`src/shared/pmc_defs.svh`:
```
// register offsets, field positions, reset values and counts
`ifndef PMC_DEFS_SVH
`define PMC_DEFS_SVH
`define PMC_ADDR_W       4
`define PMC_OFF_MODE     4'h0
`define PMC_OFF_WDOG     4'h4
`define PMC_OFF_STATUS   4'h8
`define PMC_OFF_PAWAKE   4'hc
`define PMC_B_HIGH_LOW_CLOCK_SELECT      0
`define PMC_B_IDLE       1
`define PMC_B_HTO        2
`define PMC_B_LTO        3
`define PMC_B_FAST_WAKEUP_ENABLE      4
`define PMC_B_CKS_LO     5
`define PMC_B_SYSKEEP    7
`define PMC_B_PDF        0
`define PMC_B_TO         1
`define PMC_B_ST_LO      4
`define PMC_RST_MODE     8'h01
`define PMC_RST_WDOG     8'h7a
`define PMC_RST_PAWAKE   8'h00
`define PMC_WDOG_OFF     4'ha
`define PMC_CKS_SLOW_MAX 3'h1
`define PMC_HXT_WAKE_CYC 1024
`define PMC_LOW_SPEED_INTERNAL_OSC_RDY_CYC 2
`endif

```
`src/shared/pmc_pkg.sv`:
```
// types of the power-mode controller
package pmc_pkg;
  typedef enum logic [3:0] {
    PMC_NORMAL   = 4'h0,
    PMC_TO_SLOW  = 4'h1,
    PMC_SLOW     = 4'h3,
    PMC_TO_FAST  = 4'h2,
    PMC_DEEP     = 4'h6,
    PMC_LIGHT    = 4'h7,
    PMC_IDLE_SYSCLK_OFF_MODE    = 4'h5,
    PMC_IDLE_SYSCLK_ON_MODE    = 4'h4,
    PMC_FASTWAKE = 4'hc,
    PMC_WAKEWAIT = 4'hd
  } pmc_state_e;
  typedef struct packed {
    logic sys;
    logic sys_low;
    logic time_base;
    logic sub;
    logic hosc;
    logic wdt_run;
  } pmc_clk_s;
  typedef struct packed {
    logic wdt_clear;
    logic full_reset;
    logic pc_sp_reset;
    logic wake;
    logic irq_service;
    logic resume_next;
  } pmc_evt_s;
endpackage : pmc_pkg

```
`src/core/pmc_power_mode_controller.sv`:
```
// power-mode controller: clock switching, halt modes and wake-up
// Summary of operation
// - slow mode runs on the low oscillator; switch completes only once it is ready.
// - back to the high clock only after its ready flag is set.
// - halt with idle select 0, watchdog and detector off enters deep sleep.
// - deep sleep stops system, watchdog and time-base clocks; watchdog cleared, stopped.
// - halt with idle select 0 and watchdog or detector on enters light sleep.
// - light sleep stops system and time base; sub-clocked watchdog cleared, keeps counting.
// - halt with idle select 1 and clock keep 0 enters first idle mode.
// - first idle stops system clock; sub-clocked watchdog runs, system-clocked one stops.
// - halt with idle select 1 and clock keep 1 keeps all clocks running.
// - second idle clears an enabled watchdog, which keeps counting on either source.
// - entering any halt mode sets power-down flag and clears timeout flag.
// - wake on external reset, enabled port A falling edge, interrupt or overflow.
// - external-reset wake gives full reset; overflow wake resets program counter and stack.
// - power-down flag cleared by power-up or watchdog clear, set by halt.
// - timeout while halted sets timeout flag, resets only program counter and stack.
// - port A pins enabled per bit; such a wake resumes after halt.
// - disabled or stack-full interrupt wake resumes after halt; else normal response.
// - an interrupt already pending at halt is no wake source.
// - light-sleep wake with crystal and fast wake runs first from low oscillator.
// - peripherals on the system clock follow it to the low source.
// - switching to the low clock turns the high clock off.
// - fast wake runs on sub clock for 1024 crystal cycles, then sets ready.
//
// The implementer's own choices: the strobed register port and the address map.
`timescale 1ns/1ps
`include "pmc_defs.svh"
module pmc_power_mode_controller #(
  parameter int PA_W         = 8,                  // port A width
  parameter int IRQ_W        = 8,                  // interrupt sources
  parameter int HXT_WAKE_CYC = `PMC_HXT_WAKE_CYC   // crystal settle count
) (
  input  wire logic                   clk_i,          // 25 MHz clock
  input  wire logic                   rst_n_i,        // power-up reset
  input  wire logic [`PMC_ADDR_W-1:0] addr_i,         // register address
  input  wire logic [7:0]             wdata_i,        // write data
  input  wire logic                   we_i,           // write strobe
  input  wire logic                   re_i,           // read strobe
  output      logic [7:0]             rdata_o,        // read data
  input  wire logic                   halt_i,         // halt executed
  input  wire logic                   clr_wdt_i,      // watchdog clear done
  input  wire logic                   ext_reset_i,    // external reset pin
  input  wire logic                   wdt_ovf_i,      // watchdog overflow
  input  wire logic                   wdt_cfg_en_i,   // watchdog option on
  input  wire logic                   wdt_src_sub_i,  // watchdog on sub clock
  input  wire logic                   lvd_en_i,       // detector on
  input  wire logic                   hxt_sel_i,      // crystal is system osc
  input  wire logic [PA_W-1:0]        port_a_i,       // port A pins
  input  wire logic [IRQ_W-1:0]       irq_req_i,      // request flags
  input  wire logic [IRQ_W-1:0]       irq_en_i,       // interrupt enables
  input  wire logic                   stack_full_i,   // stack full
  output      pmc_pkg::pmc_clk_s      clk_en_o,       // clock gates
  output      pmc_pkg::pmc_evt_s      evt_o,          // event pulses
  output      pmc_pkg::pmc_state_e    state_o         // present mode
);
  generate
    if (HXT_WAKE_CYC < 1 || HXT_WAKE_CYC > 65535 || PA_W < 1 || PA_W > 8
        || IRQ_W < 1) begin : g_chk
      $error("pmc: unsupported parameter value");
    end
  endgenerate

  pmc_pkg::pmc_state_e state;
  pmc_pkg::pmc_state_e next_state;
  logic [7:0]          mode_reg;
  logic [7:0]          wdog_reg;
  logic [7:0]          pawake_reg;
  logic                power_down_flag;
  logic                tof;
  logic [15:0]         hcnt;
  logic [1:0]          lcnt;
  logic [PA_W-1:0]     pa_q;
  logic [IRQ_W-1:0]    irq_snap;
  logic                high_osc_ready_flag;
  logic                low_osc_ready_flag;
  logic                want_low;
  logic                wdt_en;
  logic                running;
  logic                halted;
  logic                pa_wake;
  logic [IRQ_W-1:0]    irq_new;
  logic                irq_wake;
  logic                wake;
  pmc_pkg::pmc_clk_s   ck;

  assign want_low = !mode_reg[`PMC_B_HIGH_LOW_CLOCK_SELECT]
                    && (mode_reg[`PMC_B_CKS_LO+:3] <= `PMC_CKS_SLOW_MAX);
  assign wdt_en   = wdt_cfg_en_i || (wdog_reg[3:0] != `PMC_WDOG_OFF);
  assign running  = (state == pmc_pkg::PMC_NORMAL) || (state == pmc_pkg::PMC_SLOW)
                    || (state == pmc_pkg::PMC_TO_SLOW) || (state == pmc_pkg::PMC_TO_FAST);
  assign halted   = (state == pmc_pkg::PMC_DEEP) || (state == pmc_pkg::PMC_LIGHT)
                    || (state == pmc_pkg::PMC_IDLE_SYSCLK_OFF_MODE) || (state == pmc_pkg::PMC_IDLE_SYSCLK_ON_MODE);
  assign high_osc_ready_flag      = (hcnt == 16'(HXT_WAKE_CYC));
  assign low_osc_ready_flag      = (lcnt == 2'(`PMC_LOW_SPEED_INTERNAL_OSC_RDY_CYC));
  assign pa_wake  = |(pa_q & ~port_a_i & pawake_reg[PA_W-1:0]);
  assign irq_new  = irq_req_i & ~irq_snap;
  assign irq_wake = |irq_new;
  assign wake     = ext_reset_i || pa_wake || irq_wake || (wdt_ovf_i && ck.wdt_run);

  // clock gates decoded from the mode
  always_comb begin
    ck = '0;
    case (state)
      pmc_pkg::PMC_NORMAL, pmc_pkg::PMC_TO_SLOW: begin
        ck.sys       = 1'b1;
        ck.time_base = 1'b1;
        ck.hosc      = 1'b1;
        ck.sub       = (state == pmc_pkg::PMC_TO_SLOW) || (wdt_en && wdt_src_sub_i);
        ck.wdt_run   = wdt_en;
      end
      pmc_pkg::PMC_SLOW, pmc_pkg::PMC_TO_FAST: begin
        ck.sys       = 1'b1;
        ck.sys_low   = 1'b1;
        ck.time_base = 1'b1;
        ck.sub       = 1'b1;
        ck.hosc      = (state == pmc_pkg::PMC_TO_FAST);
        ck.wdt_run   = wdt_en;
      end
      pmc_pkg::PMC_DEEP: ck = '0;
      pmc_pkg::PMC_LIGHT: begin
        ck.sub     = 1'b1;
        ck.wdt_run = wdt_en && wdt_src_sub_i;
      end
      pmc_pkg::PMC_IDLE_SYSCLK_OFF_MODE: begin
        ck.time_base = 1'b1;
        ck.sub       = 1'b1;
        ck.wdt_run   = wdt_en && wdt_src_sub_i;
      end
      pmc_pkg::PMC_IDLE_SYSCLK_ON_MODE: begin
        ck.sys       = 1'b1;
        ck.sys_low   = want_low;
        ck.time_base = 1'b1;
        ck.sub       = 1'b1;
        ck.hosc      = !want_low;
        ck.wdt_run   = wdt_en;
      end
      pmc_pkg::PMC_FASTWAKE: begin
        ck.sys       = 1'b1;
        ck.sys_low   = 1'b1;
        ck.time_base = 1'b1;
        ck.sub       = 1'b1;
        ck.hosc      = 1'b1;
        ck.wdt_run   = wdt_en;
      end
      pmc_pkg::PMC_WAKEWAIT: begin
        ck.sub     = 1'b1;
        ck.hosc    = !want_low;
        ck.wdt_run = wdt_en && wdt_src_sub_i;
      end
      default: ck = '0;
    endcase
  end
  assign clk_en_o = ck;
  assign state_o  = state;

  // mode sequencing
  always_comb begin
    next_state = state;
    case (state)
      pmc_pkg::PMC_NORMAL:  if (want_low) next_state = pmc_pkg::PMC_TO_SLOW;
      pmc_pkg::PMC_TO_SLOW: if (low_osc_ready_flag) next_state = pmc_pkg::PMC_SLOW;
      pmc_pkg::PMC_SLOW:    if (!want_low) next_state = pmc_pkg::PMC_TO_FAST;
      pmc_pkg::PMC_TO_FAST: if (high_osc_ready_flag) next_state = pmc_pkg::PMC_NORMAL;
      pmc_pkg::PMC_DEEP, pmc_pkg::PMC_LIGHT, pmc_pkg::PMC_IDLE_SYSCLK_OFF_MODE: begin
        if (wake) begin
          if (state == pmc_pkg::PMC_LIGHT && mode_reg[`PMC_B_FAST_WAKEUP_ENABLE] && hxt_sel_i
              && !want_low) begin
            next_state = pmc_pkg::PMC_FASTWAKE;
          end else begin
            next_state = pmc_pkg::PMC_WAKEWAIT;
          end
        end
      end
      pmc_pkg::PMC_IDLE_SYSCLK_ON_MODE:
        if (wake) next_state = want_low ? pmc_pkg::PMC_SLOW : pmc_pkg::PMC_NORMAL;
      pmc_pkg::PMC_FASTWAKE: if (high_osc_ready_flag) next_state = pmc_pkg::PMC_NORMAL;
      pmc_pkg::PMC_WAKEWAIT: begin
        if (want_low && low_osc_ready_flag) next_state = pmc_pkg::PMC_SLOW;
        else if (!want_low && high_osc_ready_flag) next_state = pmc_pkg::PMC_NORMAL;
      end
      default: next_state = pmc_pkg::PMC_NORMAL;
    endcase
    if (running && halt_i) begin
      if (mode_reg[`PMC_B_IDLE]) begin
        next_state = wdog_reg[`PMC_B_SYSKEEP] ? pmc_pkg::PMC_IDLE_SYSCLK_ON_MODE
                                              : pmc_pkg::PMC_IDLE_SYSCLK_OFF_MODE;
      end else begin
        next_state = (wdt_en || lvd_en_i) ? pmc_pkg::PMC_LIGHT
                                          : pmc_pkg::PMC_DEEP;
      end
    end
  end

  always_ff @(posedge clk_i) begin
    if (!rst_n_i) state <= pmc_pkg::PMC_NORMAL;
    else          state <= next_state;
  end

  // oscillator settle counters
  always_ff @(posedge clk_i) begin
    if (!rst_n_i || !ck.hosc) hcnt <= 16'h0;
    else if (!high_osc_ready_flag)            hcnt <= hcnt + 16'h1;
  end
  always_ff @(posedge clk_i) begin
    if (!rst_n_i || !ck.sub) lcnt <= 2'h0;
    else if (!low_osc_ready_flag)           lcnt <= lcnt + 2'h1;
  end

  // wake-source history
  always_ff @(posedge clk_i) begin
    if (!rst_n_i) begin
      pa_q     <= '0;
      irq_snap <= '0;
    end else begin
      pa_q <= port_a_i;
      if (running && halt_i) irq_snap <= irq_req_i;
      else if (!halted)      irq_snap <= '0;
      else                   irq_snap <= irq_snap & irq_req_i;
    end
  end

  // power-down and timeout flags, set wins
  always_ff @(posedge clk_i) begin
    if (!rst_n_i) begin
      power_down_flag <= 1'b0;
      tof <= 1'b0;
    end else begin
      if (running && halt_i)  power_down_flag <= 1'b1;
      else if (clr_wdt_i)     power_down_flag <= 1'b0;
      if (halted && wdt_ovf_i && ck.wdt_run) tof <= 1'b1;
      else if (running && halt_i)            tof <= 1'b0;
    end
  end

  // event pulses
  always_ff @(posedge clk_i) begin
    if (!rst_n_i) begin
      evt_o <= '0;
    end else begin
      evt_o.wdt_clear   <= running && halt_i;
      evt_o.wake        <= halted && wake;
      evt_o.full_reset  <= halted && ext_reset_i;
      evt_o.pc_sp_reset <= halted && !ext_reset_i && wdt_ovf_i && ck.wdt_run;
      evt_o.irq_service <= halted && !ext_reset_i && irq_wake
                           && |(irq_new & irq_en_i) && !stack_full_i;
      evt_o.resume_next <= halted && !ext_reset_i && !(wdt_ovf_i && ck.wdt_run)
                           && (pa_wake || (irq_wake
                           && !(|(irq_new & irq_en_i) && !stack_full_i)));
    end
  end

  // register file
  always_ff @(posedge clk_i) begin
    if (!rst_n_i) begin
      mode_reg   <= `PMC_RST_MODE;
      wdog_reg   <= `PMC_RST_WDOG;
      pawake_reg <= `PMC_RST_PAWAKE;
    end else if (we_i) begin
      case (addr_i)
        `PMC_OFF_MODE:   mode_reg   <= wdata_i;
        `PMC_OFF_WDOG:   wdog_reg   <= wdata_i;
        `PMC_OFF_PAWAKE: pawake_reg <= wdata_i;
        default: ;
      endcase
    end
  end

  always_ff @(posedge clk_i) begin
    if (!rst_n_i) begin
      rdata_o <= 8'h00;
    end else if (re_i) begin
      case (addr_i)
        `PMC_OFF_MODE: begin
          rdata_o              <= mode_reg;
          rdata_o[`PMC_B_HTO] <= high_osc_ready_flag;
          rdata_o[`PMC_B_LTO] <= low_osc_ready_flag;
        end
        `PMC_OFF_WDOG:   rdata_o <= wdog_reg;
        `PMC_OFF_STATUS: rdata_o <= {state, 2'h0, tof, power_down_flag};
        `PMC_OFF_PAWAKE: rdata_o <= pawake_reg;
        default:         rdata_o <= 8'h00;
      endcase
    end else begin
      rdata_o <= 8'h00;
    end
  end

  // cycles spent in fast wake, bounds the sub-clock span
  logic [16:0] fw_cnt;
  always_ff @(posedge clk_i) begin
    if (!rst_n_i || state != pmc_pkg::PMC_FASTWAKE) fw_cnt <= 17'h0;
    else                                             fw_cnt <= fw_cnt + 17'h1;
  end
endmodule : pmc_power_mode_controller

```
`config.mk`:
```
export PLATFORM = sky130hd
export DESIGN_NAME = pmc_power_mode_controller
export DESIGN_NICKNAME = d
export VERILOG_FILES = /design/src/shared/pmc_pkg.sv /design/src/core/pmc_power_mode_controller.sv
export VERILOG_INCLUDE_DIRS = /design/src /design/src/shared
export SDC_FILE = /design/constraint.sdc
export NUM_CORES = 1
export LEC_CHECK = 0
export ABC_AREA = 1
export BUFFER_PORTS_ARGS = -buffer_cell sky130_fd_sc_hd__buf_2
export CORE_MARGIN = 2
export CORE_UTILIZATION = 55
export CTS_CLUSTER_SIZE = 8
export DETAILED_ROUTE_END_ITERATION = 10
export GPL_TIMING_DRIVEN = 0
export PLACE_DENSITY = 0.89
export REMOVE_ABC_BUFFERS = 1
export SLEW_MARGIN = 20
export SYNTH_ARGS = -nofsm -noshare
export SYNTH_HDL_FRONTEND = slang
export SYNTH_SLANG_ARGS = --single-unit
```
`constraint.sdc`:
```
create_clock -name clk_i -period 2 [get_ports clk_i]
set_clock_uncertainty 0.05 [all_clocks]
set_input_delay 0.4 -clock clk_i [delete_from_list [all_inputs] [get_ports clk_i]]
set_output_delay 0.4 -clock clk_i [all_outputs]
set_load 0.02 [all_outputs]
```
==> impl_metrics.yaml, run 1 <==
run_status:
  outcome: "finished, violations left"
  violations: "negative setup slack"
setup_path:
  path_cells: "inv_2, nor3_4, nand3_2, buf_4, buf_4, nand2_1, inv_1, buf_4"
  max_stage_delay_ns: 0.33
  critPathTopFamily: "buffers and inverters"
  arrival_ns: 1.55
  crit_end: "clk_en_o[0]"
  r2r_setup_slack_ns: 0.13
  r2r-start: "hcnt[0]"
  cp_slowest_cell: "dfxtp_2"
  cp.depth: 8
  r2r_cells: 12
  crit-reg2reg-capture: "state_o[2]"
  end_kind: "primary output"
  crit_type: "reg -> out"
  start_kind: "flip-flop"
  crit_top_cell: "buf_4"
  worstSetupStartpoint: "wdog_reg[3]"
  critPathRequiredTime_ns: 1.55
  worst-path-max-fanout: 3
  crit_buf_inv: 5
sta:
  fin_crit_sh_pct: 100.2
  fin_ws_ns: -0.004605
  relSlewSlack_pct: 44.69
  hold-worst-slack_ns: 0.1852
  hold_violations: 0
  slew_violations: 0
  fin_crit_ns: 2.005
  setup_violations: 1
  tightestPinTransition_ns: 0.8233
  max_freq_mhz: 498.9
  rsz0062_at_grt: "true"
cts:
  clkTransAtPathRegs_ns: 0.07
  insertion_delay_ns: 0.35
  cts-htree-levels: 3
  clock_sinks: 76
  clockRootBuffer: "clkbuf_8"
  numCtsBuffers: 9
  ctsHoldBuffers: 0
  cts_tree: "built"
  cts.path.max_buffers: 2
logic_synthesis:
  yosysTopAreaCellShare_pct: 41.77
  ys_types: 45
  async_reset_ff_share_pct: 0
  synthTopCellsByCount: "101 x nand2_1, 76 x dfxtp_1, 69 x inv_1"
  synth_most_common_cell: "nand2_1"
  syn_area_sq_mm: 0.003642
  synth_warnings: 0
  synth_top_flop_cell: "dfxtp_1"
  syn_inst: 502
  yosys_register_bits: 76
  synth_area_leader_cell: "dfxtp_1"
  synth-edff-count: 0
  avgSynthCellArea_sq_um: 7.255
  synth_area_leaders: "dfxtp_1 42%, nand2_1 10%, inv_1 7.1%"
  yosysSeqAreaShare_pct: 41.77
drt:
  drt_first_iter_violations: 295
  drt-vias-per-instance: 5.571
  drc: 0
  wl_per_cell_microns: 14.27
  num_vias: 3738
  postRouteAntennaNets: 0
  first_pass_iters: 5
  wl_microns: 9574
floorplanning:
  io_pins: 73
  dieArea_sq_mm: 0.007289
  die_x_microns: 85.38
  initial_core_util_pct: 57.03
  fp-row-count: 29
  coreArea_sq_mm: 0.006386
  die_y_microns: 85.38
power:
  finalPower_mw: 4.591
  cellPowerDensity_mw_per_mm2: 1034
  p_leak_nw: 2.074
  ir_worst_vdd_v: 0.001116
placed_design:
  io_buffers: 72
  placed_area_sq_mm: 0.004046
  gp_congestion: 0.9337
  place_ws_ns: -0.2634
  dpl.hpwl_microns: 6403
grt:
  grt_max_degree: 34
  grtUsageMet1_pct: 30.63
  first_global_vias: 3357
  grt_overflow: 0
  globalRouteMet3Util_pct: 5.545
  antenna_found_initial: 0
  grt_busiest_layer: "met2"
  use_met2_pct: 45.38
  grtUsageTotal_pct: 25.88
  grt_pass1_wl_microns: 15070
layout:
  fin_area_sq_mm: 0.004441
  top_register: "hcnt"
  area_growth_syn_to_layout_pct: 21.92
  drive_above_1_share_pct: 27.78
  final_nets: 643
  largest_reg_flops: 16
  post-route-util_pct: 69.53
  antenna_cells: 0
run:
  drv_cap: 0
min_path:
  min_path_type: "in -> reg"
[cell families (layout without fill, tap and decap cells)]
group / Yosys count / count (layout) / share of synthesized area [%]
AO/OA/AOI/OAI: 93 / 93 / 15.63
XOR/XNOR: 3 / 3 / 0.7215
adder cells (fa/ha/maj): 3 / 3 / 1.031
buffers and inverters: 90 / 182 / 9.756
flip-flops: 76 / 76 / 41.77
AND/OR/NAND/NOR: 237 / 237 / 31.09
[cell type report]
cell class                 instances  area, sq um
inverter                          80        306.5
multi-input combinational        336         1838
sequential                        76         1539
timing repair buffer              88        489.2
fill                             506         1946
clock inverter                     3        40.04
tap                               77        96.34
clock buffer                      11        131.4
[cells in the final DEF, fill, tap and decap left out, drive strengths merged, types with 6 or more instances in the layout]
| cell | synthesis | layout |
|---|---|---|
| a21boi | 8 | 8 |
| nor2 | 61 | 61 |
| o22ai | 7 | 7 |
| a21oi | 41 | 41 |
| buf | 5 | 88 |
| dfxtp | 76 | 76 |
| o21ai | 19 | 19 |
| nand2 | 108 | 108 |
| nor3 | 9 | 9 |
| a221oi | 6 | 6 |
| inv | 79 | 78 |
| or2 | 6 | 6 |
| clkbuf | 5 | 11 |
| nand3 | 44 | 44 |
| o211ai | 6 | 6 |
[report_power, final]
part / switching (mW) / internal, mW / leakage, nW / total, mW
clock: 0.539 / 0.560 / 0.0890 / 1.10
sequential: 0.131 / 1.66 / 0.621 / 1.79
combinational: 1.07 / 0.631 / 1.36 / 1.71
total: 1.74 / 2.85 / 2.07 / 4.59
[layer usage]
layer  vias up  share of wire, %
li1       1801                 -
met1      1731                40
met2       176                50
met3        30               7.1
met4         0               2.4
met5         -                 0
[stage by stage]
step	std cells	setup TNS (ns)
2_1_floorplan	492	0
3_3_place_gp	641	-0.7077
3_5_place_dp	641	-1.181
4_1_cts	658	-0.006054
5_1_grt	671	-0.09563
6_report	671	-0.004605
[worst reg2reg max path: cells and delay by family (launching register included)]
family	cells	cell delay, ns
AND/OR/NAND/NOR	10	1.18
buffers and inverters	1	0.10
flip-flops	1	0.34
adder cells (fa/ha/maj)	1	0.17
[worst min path at each step]
stage                                  to         from  slack (ns)  depth (start not counted)
final                             pa_q[6]  port_a_i[6]        0.19                          3
after detailed placement      mode_reg[5]  mode_reg[5]        0.40                          2
after global placement        mode_reg[5]  mode_reg[5]        0.39                          2
after floorplan               mode_reg[5]  mode_reg[5]        0.38                          2
after global routing      power_down_flag    clr_wdt_i        0.19                          2
after CTS                         pa_q[6]  port_a_i[6]        0.18                          3
[timing repair]
item	CTS	global route
endpoints found under the setup margin	5	9
setup buffers	3	13
resized for setup	19	15
pin swaps	5	7
cloned	0	0
endpoints found under the hold margin	0	0
Power figures use the tool's default switching activity.
==> run 2: changes to the inputs <==
--- a/config.mk
+++ b/config.mk
@@ -8,12 +8,13 @@
 export LEC_CHECK = 0
 export ABC_AREA = 1
 export BUFFER_PORTS_ARGS = -buffer_cell sky130_fd_sc_hd__buf_2
+export CORE_ASPECT_RATIO = 1.4
 export CORE_MARGIN = 2
-export CORE_UTILIZATION = 55
+export CORE_UTILIZATION = 40
 export CTS_CLUSTER_SIZE = 8
 export DETAILED_ROUTE_END_ITERATION = 10
 export GPL_TIMING_DRIVEN = 0
-export PLACE_DENSITY = 0.89
+export PLACE_DENSITY = 0.7
 export REMOVE_ABC_BUFFERS = 1
 export SLEW_MARGIN = 20
 export SYNTH_ARGS = -nofsm -noshare
==> impl_metrics.yaml, run 2 (synthesis gave the netlist of run 1 again) <==
setup_path:
  worst-path-max-fanout: 6
  crit-reg2reg-capture: "state_o[0]"
  critPathRequiredTime_ns: 1.55
  end_kind: "primary output"
  arrival_ns: 1.49
  r2r-start: "hcnt[0]"
  r2r_setup_slack_ns: 0.24
  path_cells: "nor2_4, inv_1, nor2_2, a21oi_1, nand3_2, buf_2"
  r2r_cells: 11
  max_stage_delay_ns: 0.37
  start_kind: "flip-flop"
  crit_type: "reg -> out"
  cp_slowest_cell: "dfxtp_4"
grt:
  grt_max_degree: 34
  grtUsageTotal_pct: 18.63
  first_global_vias: 3299
  grt_pass1_wl_microns: 14700
  antenna_found_initial: 0
  grt_overflow: 0
layout:
  post-route-util_pct: 50.35
  multi_input_area_sq_mm: 0.001828
  drive_above_1_share_pct: 26.79
  seq_area_sq_mm: 0.001536
  largest_reg_flops: 16
  fillers: 898
  layout_common_cells: "99 x nand2_1, 72 x dfxtp_1, 69 x buf_2, 68 x inv_1, 47 x nor2_1"
  antenna_cells: 0
  final_nets: 634
  top_register: "hcnt"
  mostFrequentLayoutCell: "nand2_1"
  area_growth_syn_to_layout_pct: 23.39
power:
  ir_worst_vdd_v: 0.0005174
  pwr-share-comb_pct: 32.2
  p_leak_nw: 2.072
  switching_share_pct: 35.65
  cellPowerDensity_mw_per_mm2: 1067
  p_int_mw: 3.085
  clkPwrFrac_pct: 30.7
  finalPower_mw: 4.794
  switching_power_mw: 1.709
  pwr-share-seq_pct: 37.0
min_path:
  min_path_type: "in -> reg"
  holdPathEnd: "pa_q[2]"
  holdPathStages: 3
  hp-start: "port_a_i[2]"
cts:
  clockRootBuffer: "clkbuf_16"
  insertion_delay_ns: 0.33
  numCtsBuffers: 9
  cts_tree: "built"
  clock_sinks: 76
  cts.path.max_buffers: 2
  clkTransAtPathRegs_ns: 0.06
  cts-htree-levels: 3
floorplanning:
  die_x_microns: 84.65
  io_pins: 73
  fp-row-count: 41
  die_y_microns: 116.9
  coreArea_sq_mm: 0.008926
  dieArea_sq_mm: 0.009895
  initial_core_util_pct: 40.80
sta:
  slew_violations: 0
  hold_violations: 0
  setup_violations: 0
  max_freq_mhz: 514.5
  tightestPinTransition_ns: 0.8185
  fin_crit_ns: 1.944
  fin_crit_sh_pct: 97.18
  relSlewSlack_pct: 45.01
run_status:
  outcome: "finished, final reports clean"
drt:
  drt_first_iter_violations: 154
  drc: 0
  num_vias: 3450
  first_pass_iters: 4
  wl_per_cell_microns: 12.89
  drt-vias-per-instance: 4.978
  wl_microns: 8931
  postRouteAntennaNets: 0
placed_design:
  io_buffers: 72
  gp_congestion: 0.9029
  dpl.hpwl_microns: 6634
run:
  drv_cap: 0
-- run 2: worst max-delay path: cells and delay by family, from the launching register on --
family / cells / cell delay [ns]
buffers and inverters: 2 / 0.28
AOI/OAI and AO/OA: 1 / 0.07
DFF: 1 / 0.37
and+or+nand+nor: 3 / 0.43
-- run 2: what timing repair did --
action                                  in CTS  in global routing
endpoints found under the setup margin       7                  9
resized for setup                           18                 13
hold buffers                                 0                  0
pin swaps                                    4                  2
setup buffers                                3                  4
-- run 2: cell type report --
class	count	area share, %
clock buffer	11	5.401
tap	107	2.979
timing repair buffer	79	9.438
clock inverter	4	0.5846
inverter	80	6.737
multi-input combinational	336	40.67
sequential	76	34.19
-- run 2: worst max path at each step --
stage                  endpoint  cells past startpoint       start
CTS                 clk_en_o[4]                      5  state_o[1]
finish              clk_en_o[1]                      6  state_o[2]
global route        clk_en_o[1]                      6  state_o[2]
floorplan           wdog_reg[0]                      6   addr_i[1]
detailed placement  wdog_reg[2]                      7   addr_i[1]
global placement    wdog_reg[2]                      7   addr_i[1]
-- run 2: through the flow --
| stage | TNS [ns] | area (sq um) | setup slack (ns) | hold WS (ns) | std cells |
|---|---|---|---|---|---|
| 6_report | 0 | 4494 | 0.05631 | 0.2053 | 693 |
| 5_1_grt | -0.03995 | 4494 | -0.02160 | 0.2134 | 693 |
| 4_1_cts | 0 | 4425 | 0.008409 | 0.1975 | 689 |
| 3_5_place_dp | -1.548 | 4084 | -0.2941 | 0.3984 | 671 |
| 3_3_place_gp | -1.025 | 4084 | -0.2361 | 0.3924 | 671 |
| 2_1_floorplan | 0 | 3590 | 0.2658 | 0.3791 | 492 |
-- run 2: metal layers --
layer / share of wire, % / up-vias / track usage, %
met2: 53 / 90 / 35.12
met3: 4.4 / 15 / 3.576
met1: 40 / 1557 / 19.88
met4: 2.2 / 0 / 8.995
li1: - / 1788 / -
met5: 0 / - / 0
-- run 2: power by group through the flow --
| stage | Combinational, mW | Clock [mW] | Sequential, mW |
|---|---|---|---|
| 6_report | 1.54 | 1.47 | 1.78 |
| 4_1_cts | 1.44 | 1.50 | 1.80 |
| 3_3_place_gp | 1.32 | 0 | 1.80 |
| 3_5_place_dp | 1.34 | 0 | 1.81 |
| 5_1_grt | 1.73 | 1.57 | 1.79 |
| 2_1_floorplan | 0.917 | 0 | 1.82 |
